## config.mk

```make
export PLATFORM = sky130hd
export DESIGN_NAME = scr_device_flat
export DESIGN_NICKNAME = d
export VERILOG_FILES = /design/src/scr_pkg.sv /design/src/scr_spi_if.sv /design/src/scr_device.sv /design/src/flat_wrapper.sv
export VERILOG_INCLUDE_DIRS = /design/src
export SDC_FILE = /design/constraint.sdc
export NUM_CORES = 1
export LEC_CHECK = 0
export BUFFER_PORTS_ARGS = -buffer_cell sky130_fd_sc_hd__buf_2
export CAP_MARGIN = 15
export CORE_MARGIN = 2
export CORE_UTILIZATION = 44
export DETAILED_ROUTE_END_ITERATION = 8
export PLACE_DENSITY = 0.58
export SYNTH_ARGS = -nofsm -noshare
export SYNTH_HDL_FRONTEND = slang
export SYNTH_SLANG_ARGS = --single-unit
```

## constraint.sdc

```tcl
create_clock -name ref_clk_i -period 3.6 [get_ports ref_clk_i]
set_input_delay 0.72 -clock ref_clk_i [delete_from_list [all_inputs] [get_ports ref_clk_i]]
set_output_delay 0.72 -clock ref_clk_i [all_outputs]
set_load 0.02 [all_outputs]
```

## src/scr_defs.svh

```systemverilog
// register offsets, field positions, reset values and timing counts for the serial config block
`ifndef SCR_DEFS_SVH
`define SCR_DEFS_SVH

// register offsets (15-bit serial address space)
`define SCR_OFS_IFACE 15'h0000
`define SCR_OFS_DEVPWR 15'h0002
`define SCR_OFS_MAKER_LO 15'h000C
`define SCR_OFS_MAKER_HI 15'h000D
`define SCR_OFS_USER 15'h0010
`define SCR_OFS_CLKCTL 15'h0029
`define SCR_OFS_EDGE_B0 15'h002C
`define SCR_OFS_EDGE_B1 15'h002D
`define SCR_OFS_EDGE_B2 15'h002E

// reset values
`define SCR_RST_IFACE 8'h30
`define SCR_RST_DEVPWR 8'h00
`define SCR_RST_USER 8'h00
`define SCR_RST_CLKCTL 8'h80

// field positions
`define SCR_BIT_SOFT_RESET 7
`define SCR_BIT_ASCEND 5
`define SCR_BIT_SEP_OUT 4
`define SCR_BIT_ADDR_HOLD 0
`define SCR_BIT_CLK_RSV 7
`define SCR_BIT_PROC_EN 6
`define SCR_BIT_RECV_EN 5
`define SCR_BIT_FINE_STEP 4

// writable bits that are not reserved
`define SCR_WMASK_IFACE 8'hA0
`define SCR_WMASK_DEVPWR 8'h03
`define SCR_WMASK_USER 8'h01

// frame layout: one read flag, 15 address bits, then data bytes
`define SCR_HDR_LAST 5'h0F
`define SCR_DATA_FIRST 5'h10
`define SCR_DATA_LAST 5'h17

// timing
`define SCR_CLK_PERIOD_NS 100
`define SCR_SRST_NS 750
`define SCR_SRST_DEV_CYC (`SCR_SRST_NS / `SCR_CLK_PERIOD_NS)
`define SCR_SRST_HOST_CYC ((`SCR_SRST_NS + `SCR_CLK_PERIOD_NS - 1) / `SCR_CLK_PERIOD_NS)

`endif

```

## src/scr_pkg.sv

```systemverilog
// shared types for the serial config block
package scr_pkg;

    typedef enum logic [1:0] {
        SCR_MODE_NORMAL = 2'b00,
        SCR_MODE_RSV1 = 2'b01,
        SCR_MODE_RSV2 = 2'b10,
        SCR_MODE_POWER_DOWN = 2'b11
    } scr_mode_t;

    typedef enum logic [1:0] {
        SCR_HOST_IDLE = 2'b00,
        SCR_HOST_SHIFT = 2'b01,
        SCR_HOST_TRAIL = 2'b10,
        SCR_HOST_GAP = 2'b11
    } scr_host_state_t;

endpackage : scr_pkg

```

## src/scr_spi_if.sv

```systemverilog
// serial link between the config host and the device register bank
`timescale 1ns/10ps
interface scr_spi_if;
    logic sclk;
    logic cs_n;
    logic sdi;
    logic sdo;

    modport dev (input sclk, input cs_n, input sdi, output sdo);
    modport host (output sclk, output cs_n, output sdi, input sdo);
endinterface : scr_spi_if

```

## src/scr_device.sv

```systemverilog
// device end: serial configuration registers and align-reference clock control
`timescale 1ns/10ps
`include "scr_defs.svh"

// Functional notes
// - soft-reset bit resets everything, then self-clears
// - soft reset completes within 750 ns
// - ascend bit picks increment or decrement streaming
// - separate-output bit reads one; reads on sdo
// - mode field: 0 normal, 3 full power down
// - 16-bit maker code, read-only, fixed
// - address-hold bit freezes streaming address
// - bit 5 enables align-reference receiver
// - bit 6 enables align-reference processor
// - host enables receiver no later than processor; scr_host fixes later frame bytes as if ascending, even in descend or hold
// - fine-step bit shrinks windowing delay steps
// - four-bit field selects capture delay
// - host writes reserved fields with reset value; scr_host fixes later frame bytes as if ascending, even in descend or hold
// - 24-bit read-only edge position status
module scr_device #(
    parameter logic [15:0] MAKER_CODE = 16'h5A3C // arbitrary value
) (
    // clock and reset
    input wire logic ref_clk_i,
    input wire logic rst_n_i,
    // serial link
    scr_spi_if.dev spi,
    // chip control
    output logic chip_reset_o,
    output scr_pkg::scr_mode_t op_mode_o,
    output logic power_down_o,
    // alignment reference
    output logic align_ref_receiver_enable_o,
    output logic align_ref_processor_enable_o,
    output logic align_ref_fine_step_o,
    output logic [3:0] align_ref_delay_select_o,
    input wire logic [23:0] align_ref_edge_position_i
);
    import scr_pkg::*;

    // register storage
    logic [7:0] interface_config;
    logic [7:0] device_power_config;
    logic [7:0] user_serial_config;
    logic [7:0] align_ref_clock_control;

    // soft reset
    logic [3:0] srst_cnt;
    logic busy;
    logic srst_req;

    // serial engine
    logic sclk_q;
    logic sclk_rise;
    logic sclk_fall;
    logic [4:0] bit_cnt;
    logic [14:0] hdr_sh;
    logic [6:0] wr_sh;
    logic rd_mode;
    logic [14:0] addr;
    logic [14:0] next_addr;
    logic [14:0] ld_addr;
    logic [7:0] ld_data;
    logic [7:0] tx_sh;
    logic sdo_q;
    logic hdr_done;
    logic byte_done;
    logic wr_strobe;
    logic [7:0] wr_byte;

    assign busy = (srst_cnt != 4'h0);

    // edge detect on the serial clock; pins are synchronous to ref_clk_i
    always_ff @(posedge ref_clk_i or negedge rst_n_i) begin
        if (!rst_n_i) begin
            sclk_q <= 1'b0;
        end else begin
            sclk_q <= spi.sclk;
        end
    end

    // edges are ignored while the soft reset runs
    assign sclk_rise = spi.sclk & ~sclk_q & ~spi.cs_n & ~busy;
    assign sclk_fall = ~spi.sclk & sclk_q & ~spi.cs_n & ~busy;
    assign hdr_done = sclk_rise && (bit_cnt == `SCR_HDR_LAST);
    assign byte_done = sclk_rise && (bit_cnt == `SCR_DATA_LAST);
    assign wr_strobe = byte_done & ~rd_mode;
    assign wr_byte = {wr_sh, spi.sdi};
    assign srst_req = wr_strobe && (addr == `SCR_OFS_IFACE) && wr_byte[`SCR_BIT_SOFT_RESET];

    // streaming address step
    always_comb begin
        if (user_serial_config[`SCR_BIT_ADDR_HOLD]) begin
            next_addr = addr;
        end else if (interface_config[`SCR_BIT_ASCEND]) begin
            next_addr = 15'(addr + 15'h0001);
        end else begin
            next_addr = 15'(addr - 15'h0001);
        end
    end

    // address whose data is loaded for the next byte out
    assign ld_addr = hdr_done ? {hdr_sh[13:0], spi.sdi} : next_addr;

    // read decode
    always_comb begin
        ld_data = 8'h00;
        if (ld_addr == `SCR_OFS_IFACE) begin
            ld_data = interface_config;
        end else if (ld_addr == `SCR_OFS_DEVPWR) begin
            ld_data = device_power_config;
        end else if (ld_addr == `SCR_OFS_MAKER_LO) begin
            ld_data = MAKER_CODE[7:0];
        end else if (ld_addr == `SCR_OFS_MAKER_HI) begin
            ld_data = MAKER_CODE[15:8];
        end else if (ld_addr == `SCR_OFS_USER) begin
            ld_data = user_serial_config;
        end else if (ld_addr == `SCR_OFS_CLKCTL) begin
            ld_data = align_ref_clock_control;
        end else if (ld_addr == `SCR_OFS_EDGE_B0) begin
            ld_data = align_ref_edge_position_i[7:0];
        end else if (ld_addr == `SCR_OFS_EDGE_B1) begin
            ld_data = align_ref_edge_position_i[15:8];
        end else if (ld_addr == `SCR_OFS_EDGE_B2) begin
            ld_data = align_ref_edge_position_i[23:16];
        end
    end

    // soft reset timer: registers are held at reset for the whole count
    always_ff @(posedge ref_clk_i or negedge rst_n_i) begin
        if (!rst_n_i) begin
            srst_cnt <= 4'h0;
        end else if (srst_req) begin
            srst_cnt <= 4'(`SCR_SRST_DEV_CYC);
        end else if (busy) begin
            srst_cnt <= 4'(srst_cnt - 4'h1);
        end
    end

    // chip-wide reset output follows the timer
    always_ff @(posedge ref_clk_i or negedge rst_n_i) begin
        if (!rst_n_i) begin
            chip_reset_o <= 1'b0;
        end else begin
            chip_reset_o <= srst_req | (srst_cnt > 4'h1);
        end
    end

    // bit counter and header capture
    always_ff @(posedge ref_clk_i or negedge rst_n_i) begin
        if (!rst_n_i) begin
            bit_cnt <= 5'h00;
            hdr_sh <= 15'h0000;
            wr_sh <= 7'h00;
        end else if (spi.cs_n || busy) begin
            bit_cnt <= 5'h00;
            hdr_sh <= 15'h0000;
            wr_sh <= 7'h00;
        end else if (sclk_rise) begin
            if (bit_cnt < `SCR_DATA_FIRST) begin
                hdr_sh <= {hdr_sh[13:0], spi.sdi};
            end else begin
                wr_sh <= {wr_sh[5:0], spi.sdi};
            end
            if (byte_done) begin
                bit_cnt <= `SCR_DATA_FIRST;
            end else begin
                bit_cnt <= 5'(bit_cnt + 5'h01);
            end
        end
    end

    // transfer direction and register address
    always_ff @(posedge ref_clk_i or negedge rst_n_i) begin
        if (!rst_n_i) begin
            rd_mode <= 1'b0;
            addr <= 15'h0000;
        end else if (spi.cs_n || busy) begin
            rd_mode <= 1'b0;
        end else if (hdr_done) begin
            rd_mode <= hdr_sh[14];
            addr <= ld_addr;
        end else if (byte_done) begin
            addr <= next_addr;
        end
    end

    // read data leaves only on the dedicated output, changed on falling edges
    always_ff @(posedge ref_clk_i or negedge rst_n_i) begin
        if (!rst_n_i) begin
            tx_sh <= 8'h00;
            sdo_q <= 1'b0;
        end else if (spi.cs_n || busy) begin
            tx_sh <= 8'h00;
            sdo_q <= 1'b0;
        end else if (hdr_done || byte_done) begin
            tx_sh <= ld_data;
        end else if (sclk_fall && (bit_cnt >= `SCR_DATA_FIRST)) begin
            sdo_q <= rd_mode & tx_sh[7];
            tx_sh <= {tx_sh[6:0], 1'b0};
        end
    end

    assign spi.sdo = sdo_q;

    // interface_config: soft-reset bit never stored, separate-output bit pinned
    always_ff @(posedge ref_clk_i or negedge rst_n_i) begin
        if (!rst_n_i) begin
            interface_config <= `SCR_RST_IFACE;
        end else if (busy || srst_req) begin
            interface_config <= `SCR_RST_IFACE;
        end else if (wr_strobe && (addr == `SCR_OFS_IFACE)) begin
            interface_config <= (wr_byte & 8'h6F) | (8'h01 << `SCR_BIT_SEP_OUT);
        end
    end

    // device_power_config
    always_ff @(posedge ref_clk_i or negedge rst_n_i) begin
        if (!rst_n_i) begin
            device_power_config <= `SCR_RST_DEVPWR;
        end else if (busy) begin
            device_power_config <= `SCR_RST_DEVPWR;
        end else if (wr_strobe && (addr == `SCR_OFS_DEVPWR)) begin
            device_power_config <= wr_byte;
        end
    end

    // user_serial_config
    always_ff @(posedge ref_clk_i or negedge rst_n_i) begin
        if (!rst_n_i) begin
            user_serial_config <= `SCR_RST_USER;
        end else if (busy) begin
            user_serial_config <= `SCR_RST_USER;
        end else if (wr_strobe && (addr == `SCR_OFS_USER)) begin
            user_serial_config <= wr_byte;
        end
    end

    // align_ref_clock_control
    always_ff @(posedge ref_clk_i or negedge rst_n_i) begin
        if (!rst_n_i) begin
            align_ref_clock_control <= `SCR_RST_CLKCTL;
        end else if (busy) begin
            align_ref_clock_control <= `SCR_RST_CLKCTL;
        end else if (wr_strobe && (addr == `SCR_OFS_CLKCTL)) begin
            align_ref_clock_control <= wr_byte;
        end
    end

    // reserved codes 1 and 2 run as normal; only code 3 powers down
    assign op_mode_o = scr_mode_t'(device_power_config[1:0]);
    assign power_down_o = (op_mode_o == SCR_MODE_POWER_DOWN);

    assign align_ref_receiver_enable_o = align_ref_clock_control[`SCR_BIT_RECV_EN];
    // processor only acts once the receiver is on, so a wrong order stays harmless
    assign align_ref_processor_enable_o = align_ref_clock_control[`SCR_BIT_PROC_EN]
        & align_ref_clock_control[`SCR_BIT_RECV_EN];
    assign align_ref_fine_step_o = align_ref_clock_control[`SCR_BIT_FINE_STEP];
    assign align_ref_delay_select_o = align_ref_clock_control[3:0];

endmodule : scr_device

```

## src/flat_wrapper.sv

```systemverilog
// flat-port wrapper written by rule: the top's interface ports become plain ports
module scr_device_flat import scr_pkg::*;
#(
    parameter logic [15:0] MAKER_CODE = 16'h5A3C                   
)
  (ref_clk_i, rst_n_i, chip_reset_o, op_mode_o, power_down_o, align_ref_receiver_enable_o, align_ref_processor_enable_o, align_ref_fine_step_o, align_ref_delay_select_o, align_ref_edge_position_i, spi_sclk, spi_cs_n, spi_sdi, spi_sdo);
  scr_spi_if spi_i ();
  input wire logic ref_clk_i;
  input wire logic rst_n_i;
  output logic chip_reset_o;
  output scr_pkg::scr_mode_t op_mode_o;
  output logic power_down_o;
  output logic align_ref_receiver_enable_o;
  output logic align_ref_processor_enable_o;
  output logic align_ref_fine_step_o;
  output logic [3:0] align_ref_delay_select_o;
  input wire logic [23:0] align_ref_edge_position_i;
  input wire logic [$bits(spi_i.sclk)-1:0] spi_sclk;
  input wire logic [$bits(spi_i.cs_n)-1:0] spi_cs_n;
  input wire logic [$bits(spi_i.sdi)-1:0] spi_sdi;
  output wire logic [$bits(spi_i.sdo)-1:0] spi_sdo;
  assign spi_i.sclk = spi_sclk;
  assign spi_i.cs_n = spi_cs_n;
  assign spi_i.sdi = spi_sdi;
  assign spi_sdo = spi_i.sdo;
  scr_device #(.MAKER_CODE(MAKER_CODE)) u_core (.ref_clk_i(ref_clk_i), .rst_n_i(rst_n_i), .spi(spi_i), .chip_reset_o(chip_reset_o), .op_mode_o(op_mode_o), .power_down_o(power_down_o), .align_ref_receiver_enable_o(align_ref_receiver_enable_o), .align_ref_processor_enable_o(align_ref_processor_enable_o), .align_ref_fine_step_o(align_ref_fine_step_o), .align_ref_delay_select_o(align_ref_delay_select_o), .align_ref_edge_position_i(align_ref_edge_position_i));
endmodule
```

# --- After elaboration in Yosys (flattened, before gate mapping) ---
# Index checks and enable logic that the tools add are counted.
totals:
  register_bits: 90
  input_bits: 29
  wordCells: 123
classes:
  addsub: 4
  n_lt_le_gt_ge: 3
  eq_ne: 16
  mux: 41
  n_bitwise: 16
  n_reduce_logical: 29
ops:
  columns: ["op", "count"]
  rows:
  - ["8-bit 2-to-1 mux", 20]
  - ["15-bit 2-to-1 mux", 8]
  - ["15-bit by 6-bit equality test with 1-bit output (second input constant)", 5]
  - ["15-bit by 2-bit equality test with 1-bit output (second input constant)", 2]
  - ["15-bit by 4-bit equality test with 1-bit output (second input constant)", 2]
  - ["15-bit by 5-bit equality test with 1-bit output (second input constant)", 2]
  - ["15-bit logical NOT", 2]
  - ["7-bit 2-to-1 mux", 3]
  - ["2-bit nonzero test", 10]
  - ["15-bit by 1-bit adder with 15-bit output (second input constant)", 1]
  - ["5-bit 2-to-1 mux", 3]
  - ["15-bit by 1-bit subtractor with 15-bit output (second input constant)", 1]
  - ["1-bit bitwise AND", 9]
  - ["1-bit logical AND", 8]
  - ["4-bit 2-to-1 mux", 2]
  - ["2-bit AND reduction", 4]
  - ["1-bit NOT", 6]
  - ["5-bit by 1-bit adder with 5-bit output (second input constant)", 1]
  - ["5-bit by 4-bit equality test with 1-bit output (second input constant)", 1]
  - ["5-bit equality test (second input constant)", 1]
  - ["5-bit >= comparator (second input constant)", 1]
  - ["5-bit < comparator (second input constant)", 1]
  - ["1-bit 2-to-1 mux", 5]
  - ["4-bit by 1-bit > comparator with 1-bit output (second input constant)", 1]
  - ["other kinds (7)", 10]

# --- Depth between registers and ports, before layout ---
depth:
  word_depth: 18
  depth_mapped: 14
  ltp_nobuf: 12

# --- Least setup slack after synthesis ---
# OpenSTA, ideal clock, no wires.
synth_path:
  kind: "flip-flop to flip-flop"
  from: "register u_core.interface_config[5]"
  to: "register u_core.tx_sh[4]"
  setup_time_ns: 0.088
  arrival_time_ns: 3.210
  required_ns: 3.512
  slack_ns: 0.303
  path_stages_with_launch: 13
  n_path_buf: 1
  period_less_slack_ns: 3.297
  path_cell_list: "dfstp_2 > inv_1 > ha_1 > clkbuf_1 > nand4_1 > a2111oi_0 > nor3_1 > a211o_1 > a221oi_1 > o221a_2 > and3b_1 > nand4_1 > o211ai_1"
synth_via:
  elab_chain_cells: 15
  elab_cells_between_ends: 23
synth_lines:
  columns: ["element", "line_no", "text"]
  rows:
  - ["start, declared", "scr_device.sv:42", "logic [7:0] interface_config;"]
  - ["start signal, assigned", "scr_device.sv:209", "interface_config <= `SCR_RST_IFACE;"]
  - ["start signal, assigned", "scr_device.sv:211", "interface_config <= `SCR_RST_IFACE;"]
  - ["start signal, assigned", "scr_device.sv:213", "interface_config <= (wr_byte & 8'h6F) | (8'h01 << `SCR_BIT_SEP_OUT);"]
  - ["15-bit 2-to-1 mux *", "scr_device.sv:95", "end else if (interface_config[`SCR_BIT_ASCEND]) begin"]
  - ["15-bit 2-to-1 mux *", "scr_device.sv:93", "if (user_serial_config[`SCR_BIT_ADDR_HOLD]) begin"]
  - ["15-bit 2-to-1 mux *", "scr_device.sv:103", "assign ld_addr = hdr_done ? {hdr_sh[13:0], spi.sdi} : next_addr;"]
  - ["15-bit by 6-bit equality test with 1-bit output (no source line)", null, null]
  - ["8-bit 2-to-1 mux", "scr_device.sv:124", "end else if (ld_addr == `SCR_OFS_EDGE_B2) begin"]
  - ["8-bit 2-to-1 mux", "scr_device.sv:122", "end else if (ld_addr == `SCR_OFS_EDGE_B1) begin"]
  - ["8-bit 2-to-1 mux", "scr_device.sv:120", "end else if (ld_addr == `SCR_OFS_EDGE_B0) begin"]
  - ["8-bit 2-to-1 mux", "scr_device.sv:118", "end else if (ld_addr == `SCR_OFS_CLKCTL) begin"]
  - ["8-bit 2-to-1 mux", "scr_device.sv:116", "end else if (ld_addr == `SCR_OFS_USER) begin"]
  - ["8-bit 2-to-1 mux", "scr_device.sv:114", "end else if (ld_addr == `SCR_OFS_MAKER_HI) begin"]
  - ["8-bit 2-to-1 mux", "scr_device.sv:112", "end else if (ld_addr == `SCR_OFS_MAKER_LO) begin"]
  - ["8-bit 2-to-1 mux", "scr_device.sv:110", "end else if (ld_addr == `SCR_OFS_DEVPWR) begin"]
  - ["8-bit 2-to-1 mux *", "scr_device.sv:108", "if (ld_addr == `SCR_OFS_IFACE) begin"]
  - ["8-bit 2-to-1 mux *", "scr_device.sv:196", "end else if (hdr_done || byte_done) begin"]
  - ["8-bit 2-to-1 mux *", "scr_device.sv:193", "end else if (spi.cs_n || busy) begin"]
  - ["end signal, assigned", "scr_device.sv:197", "tx_sh <= ld_data;"]
  - ["end signal, assigned", "scr_device.sv:200", "tx_sh <= {tx_sh[6:0], 1'b0};"]
  - ["end, declared", "scr_device.sv:64", "logic [7:0] tx_sh;"]
# Every way passes the cells marked *; elsewhere a longest branch is shown, timed or not.
# A chain may end at the register's enable or synchronous reset.

# --- Final worst setup path ---
layout_path:
  from: "register u_core.srst_cnt[0]"
  to: "register u_core.tx_sh[7]"
layout_via:
  elab_chain_cells: 17
  elab_cells_between_ends: 31
layout_lines:
  columns: ["element", "line_no", "text"]
  rows:
  - ["start, declared", "scr_device.sv:48", "logic [3:0] srst_cnt;"]
  - ["start signal, assigned", "scr_device.sv:134", "srst_cnt <= 4'(`SCR_SRST_DEV_CYC);"]
  - ["start signal, assigned", "scr_device.sv:136", "srst_cnt <= 4'(srst_cnt - 4'h1);"]
  - ["4-bit nonzero test *", "scr_device.sv:71", "assign busy = (srst_cnt != 4'h0);"]
  - ["1-bit NOT", "scr_device.sv:83, scr_device.sv:84", null]
  - ["1-bit bitwise AND", "scr_device.sv:83", "assign sclk_rise = spi.sclk & ~sclk_q & ~spi.cs_n & ~busy;"]
  - ["1-bit logical AND", "scr_device.sv:85", "assign hdr_done = sclk_rise && (bit_cnt == `SCR_HDR_LAST);"]
  - ["15-bit 2-to-1 mux", "scr_device.sv:103", null]
  - ["15-bit by 6-bit equality test with 1-bit output (no source line)", null, null]
  - ["8-bit 2-to-1 mux", "scr_device.sv:124", null]
  - ["8-bit 2-to-1 mux", "scr_device.sv:122", null]
  - ["8-bit 2-to-1 mux", "scr_device.sv:120", null]
  - ["8-bit 2-to-1 mux", "scr_device.sv:118", null]
  - ["8-bit 2-to-1 mux", "scr_device.sv:116", null]
  - ["8-bit 2-to-1 mux", "scr_device.sv:114", null]
  - ["8-bit 2-to-1 mux", "scr_device.sv:112", null]
  - ["8-bit 2-to-1 mux", "scr_device.sv:110", null]
  - ["8-bit 2-to-1 mux", "scr_device.sv:108", null]
  - ["8-bit 2-to-1 mux", "scr_device.sv:196", null]
  - ["8-bit 2-to-1 mux", "scr_device.sv:193", null]
# Marks and branches as above.

==> results.md <==
* Status: completed
* Min-delay worst type: in2async
* Total power draw at 0.00200 W
* H-Tree Depth at 3
* Count of flip-flops with a built-in enable after synthesis at 0
* # clock sinks at 88
* Power density over cell area at 305 mW/mm²
* Ys Warns at 0
* Clock Latency Late Sink at 0.35 ns
* Synth area leader: dfrtp_1
* Synthesized instance count at 650
* Area contributors post-synth: dfrtp_1 38%, nand2_1 6.8%, mux2i_1 6.1%, o21ai_0 4.8%, nor2_1 4.0%
* Via Count at 5,253
* Mapped cell area at 0.00561 mm²
* Critical Path Source Type: register
* Fraction of layout instances using a drive strength above 1 at 0.177
* Xor/xnor cell area share of the yosys netlist at 0.0188
* CTS tree: done
* Vias per inst at 5.96
* RSZ-0062 raised after global routing: yes
* Mux share of post-synthesis cell area at 0.0607
* WL final at 17,000 µm
* Top Ports at 41
* Distinct cells, synth at 75
* FF+latch count, synth at 88
* Post-synth ARST share at 1.00
* Syn nets at 697
* Leak at 3.11 nW
* Clk_skew at 0.00817 ns
* Routed wire per std cell at 19.2 µm
* Prevailing post-synth register cell: dfrtp_1
* Syn_area_per_cell at 8.62 µm²
* Combinational family with the most area after synthesis: simple AND/OR/NAND/NOR gates
* Maxcap violations at 0
* Min Tclk post-route at 3.45 ns
* Die Y-Extent at 117 µm
* List of most frequent post-synthesis cells: 101 x nand2_1, 86 x dfrtp_1, 59 x nor2_1, 54 x o21ai_0, 34 x mux2i_1
* Drt pass-1 iters at 4
* Core area at 0.0125 mm²
* Die area at 0.0137 mm²
* VDD IR-drop max at 0.343 mV
* Syn-to-layout area delta at 17.1%
* Most numerous cell in the Yosys netlist: nand2_1
* Cts bufs inserted at 9
* Drt drc at 0
* Final Wtd Congestion at 0.974
* Final hold vios at 0
* Setup TNS at 0 ns
* Slew HR at 0.474
* HPWL after detailed placement at 13,000 µm
* Post-synthesis compound-gate area fraction at 0.210
* # nets final at 752
* FP Rows at 41
* Final setup violation count at 0
* Number of I/O port buffers at 40
* Synth top area share at 0.384
* Grt ovf at 0
* Synth Area in Simple Gates at 0.238
* Detailed Route Iter0 Violations at 461
* CTS Hold Bufs at 0
* Crit path arrival time at 3.66 ns
* DIE WIDTH at 117 µm
* Setup bufs post-CTS at 0
* First-pass GRT wire length at 26,300 µm
* Sequential area share after synthesis at 0.393
* Crit. End Element: register
* Worst-margin pin slew at 0.783 ns
* Initial Util at 0.448
* Post-synthesis adder-cell area fraction at 0.0415
* Antenna cells at 0
* Routed Antenna Nets at 0
* Vias in the first global route at 4,797
* Gr usage total at 0.256
* Initial antenna violation count at 0
* CTS clk-pin slew, worst paths at 0.07 ns
* CP Max Fanout at 8
* Pins Over Slew Limit at 0
* Max Clk Rate at 289 MHz
* Clock Path Buffers at 2
* Root buffer cell: clkbuf_16
* Period utilization at 0.960
* Req. time, crit path at 3.80 ns
* Largest net degree at the start of global routing at 33
* Crit Path Class: reg2reg
## flip-flops by register name, indices dropped and copies added (netlist names)
signal / count
u_core.device_power_config: 8
u_core.chip_reset_o: 1
u_core.align_ref_clock_control: 8
u_core.bit_cnt: 5
u_core.spi.sdo: 1
u_core.interface_config: 6
u_core.sclk_q: 1
u_core.rd_mode: 1
u_core.addr: 15
u_core.tx_sh: 8
u_core.srst_cnt: 4
u_core.wr_sh: 7
u_core.user_serial_config: 8
u_core.hdr_sh: 15
## worst max-delay path: stages, from the launching register on
cell	delay [ns]
dfrtp_1	0.42
inv_1	0.07
ha_1	0.28
or4b_4	0.56
or3_4	0.40
and2_1	0.21
or3_1	0.37
o311ai_0	0.11
nand2_1	0.09
nor4b_1	0.18
a221oi_1	0.44
o22ai_1	0.15
## worst paths after layout
| kind | slack [ns] | end | start | cells after the start |
|---|---|---|---|---|
| max in group asynchronous | 2.52 | u_core.interface_config[5]$_DFFE_PN1P_ | rst_n_i | 2 |
| hold / removal | 0.27 | u_core.addr[8]$_DFFE_PN0P_ | rst_n_i | 1 |
| setup / recovery | 0.15 | u_core.tx_sh[7]$_DFFE_PN0P_ | u_core.srst_cnt[0]$_DFFE_PN0P_ | 11 |
| setup reg to reg | 0.15 | u_core.tx_sh[7]$_DFFE_PN0P_ | u_core.srst_cnt[0]$_DFFE_PN0P_ | 11 |
| hold reg to reg | 0.50 | u_core.spi.sdo$_DFFE_PN0P_ | u_core.spi.sdo$_DFFE_PN0P_ | 2 |
| min in group ref_clk_i | 0.50 | u_core.spi.sdo$_DFFE_PN0P_ | u_core.spi.sdo$_DFFE_PN0P_ | 2 |
## logic make-up after synthesis
family,after synthesis
AND/OR/NAND/NOR,270
AO/OA/AOI/OAI,179
flip-flops,88
buffers and inverters,49
multiplexers,34
adder cells (fa/ha/maj),18
XOR/XNOR,12
## final cells by class
| cell class | count | area, µm² |
|---|---|---|
| clock buffer | 9 | 225 |
| fill | 1232 | 5960 |
| sequential | 88 | 2200 |
| multi-input combinational | 513 | 3250 |
| timing repair buffer | 82 | 563 |
| clock inverter | 7 | 63.8 |
| inverter | 11 | 41.3 |
| tap | 172 | 215 |
## cells in the final DEF, fill, tap and decap left out, drive strengths merged, types with 5 or more instances in the layout
cell    instances
a22o            5
nor2           59
o211ai         10
and2            7
xor2            6
a21oi          33
ha             17
and3           12
nand3b         10
inv            15
nand4           8
buf            82
mux2i          34
or3             8
nand2b          6
o22ai           9
dfrtp          86
clkbuf          9
xnor2           6
nand2         102
nand3          19
nor3           15
o21ai          56
a211oi          8
a221oi          5
## per-layer routing
layer	GRT usage	vias to the layer above	part of all wire
met1	0.385	2567	0.47
met4	0.0753	0	0.017
li1	-	2482	-
met3	0.0479	17	0.072
met5	0	-	0
met2	0.375	187	0.44
## stage by stage
step	worst slack, ns	std cells	hold slack (ns)	utilization	area, µm²
floorplan	0.303	650	0.424	-	5610
global placement	0.104	865	0.460	0.495	6200
detailed placement	-0.0482	865	0.490	0.495	6200
CTS	0.0704	881	0.277	0.519	6500
global route	0.00151	882	0.287	0.524	6560
finish	0.146	882	0.270	0.524	6560
## timing repair
item | 4_1_cts | 5_1_grt
pin swaps | 0 | 0
setup endpoints to repair | 2 | 8
gates resized for setup | 3 | 7
endpoints found under the hold margin | 0 | 0
## report_power, final
group          internal (W)  switching, W  total (W)  leakage [nW]
Clock              0.000484      0.000437   0.000921         0.136
Sequential         0.000991    0.00000337   0.000994          1.21
Combinational     0.0000289     0.0000557  0.0000846          1.76
No activity file was read; power rests on OpenSTA's default activity.
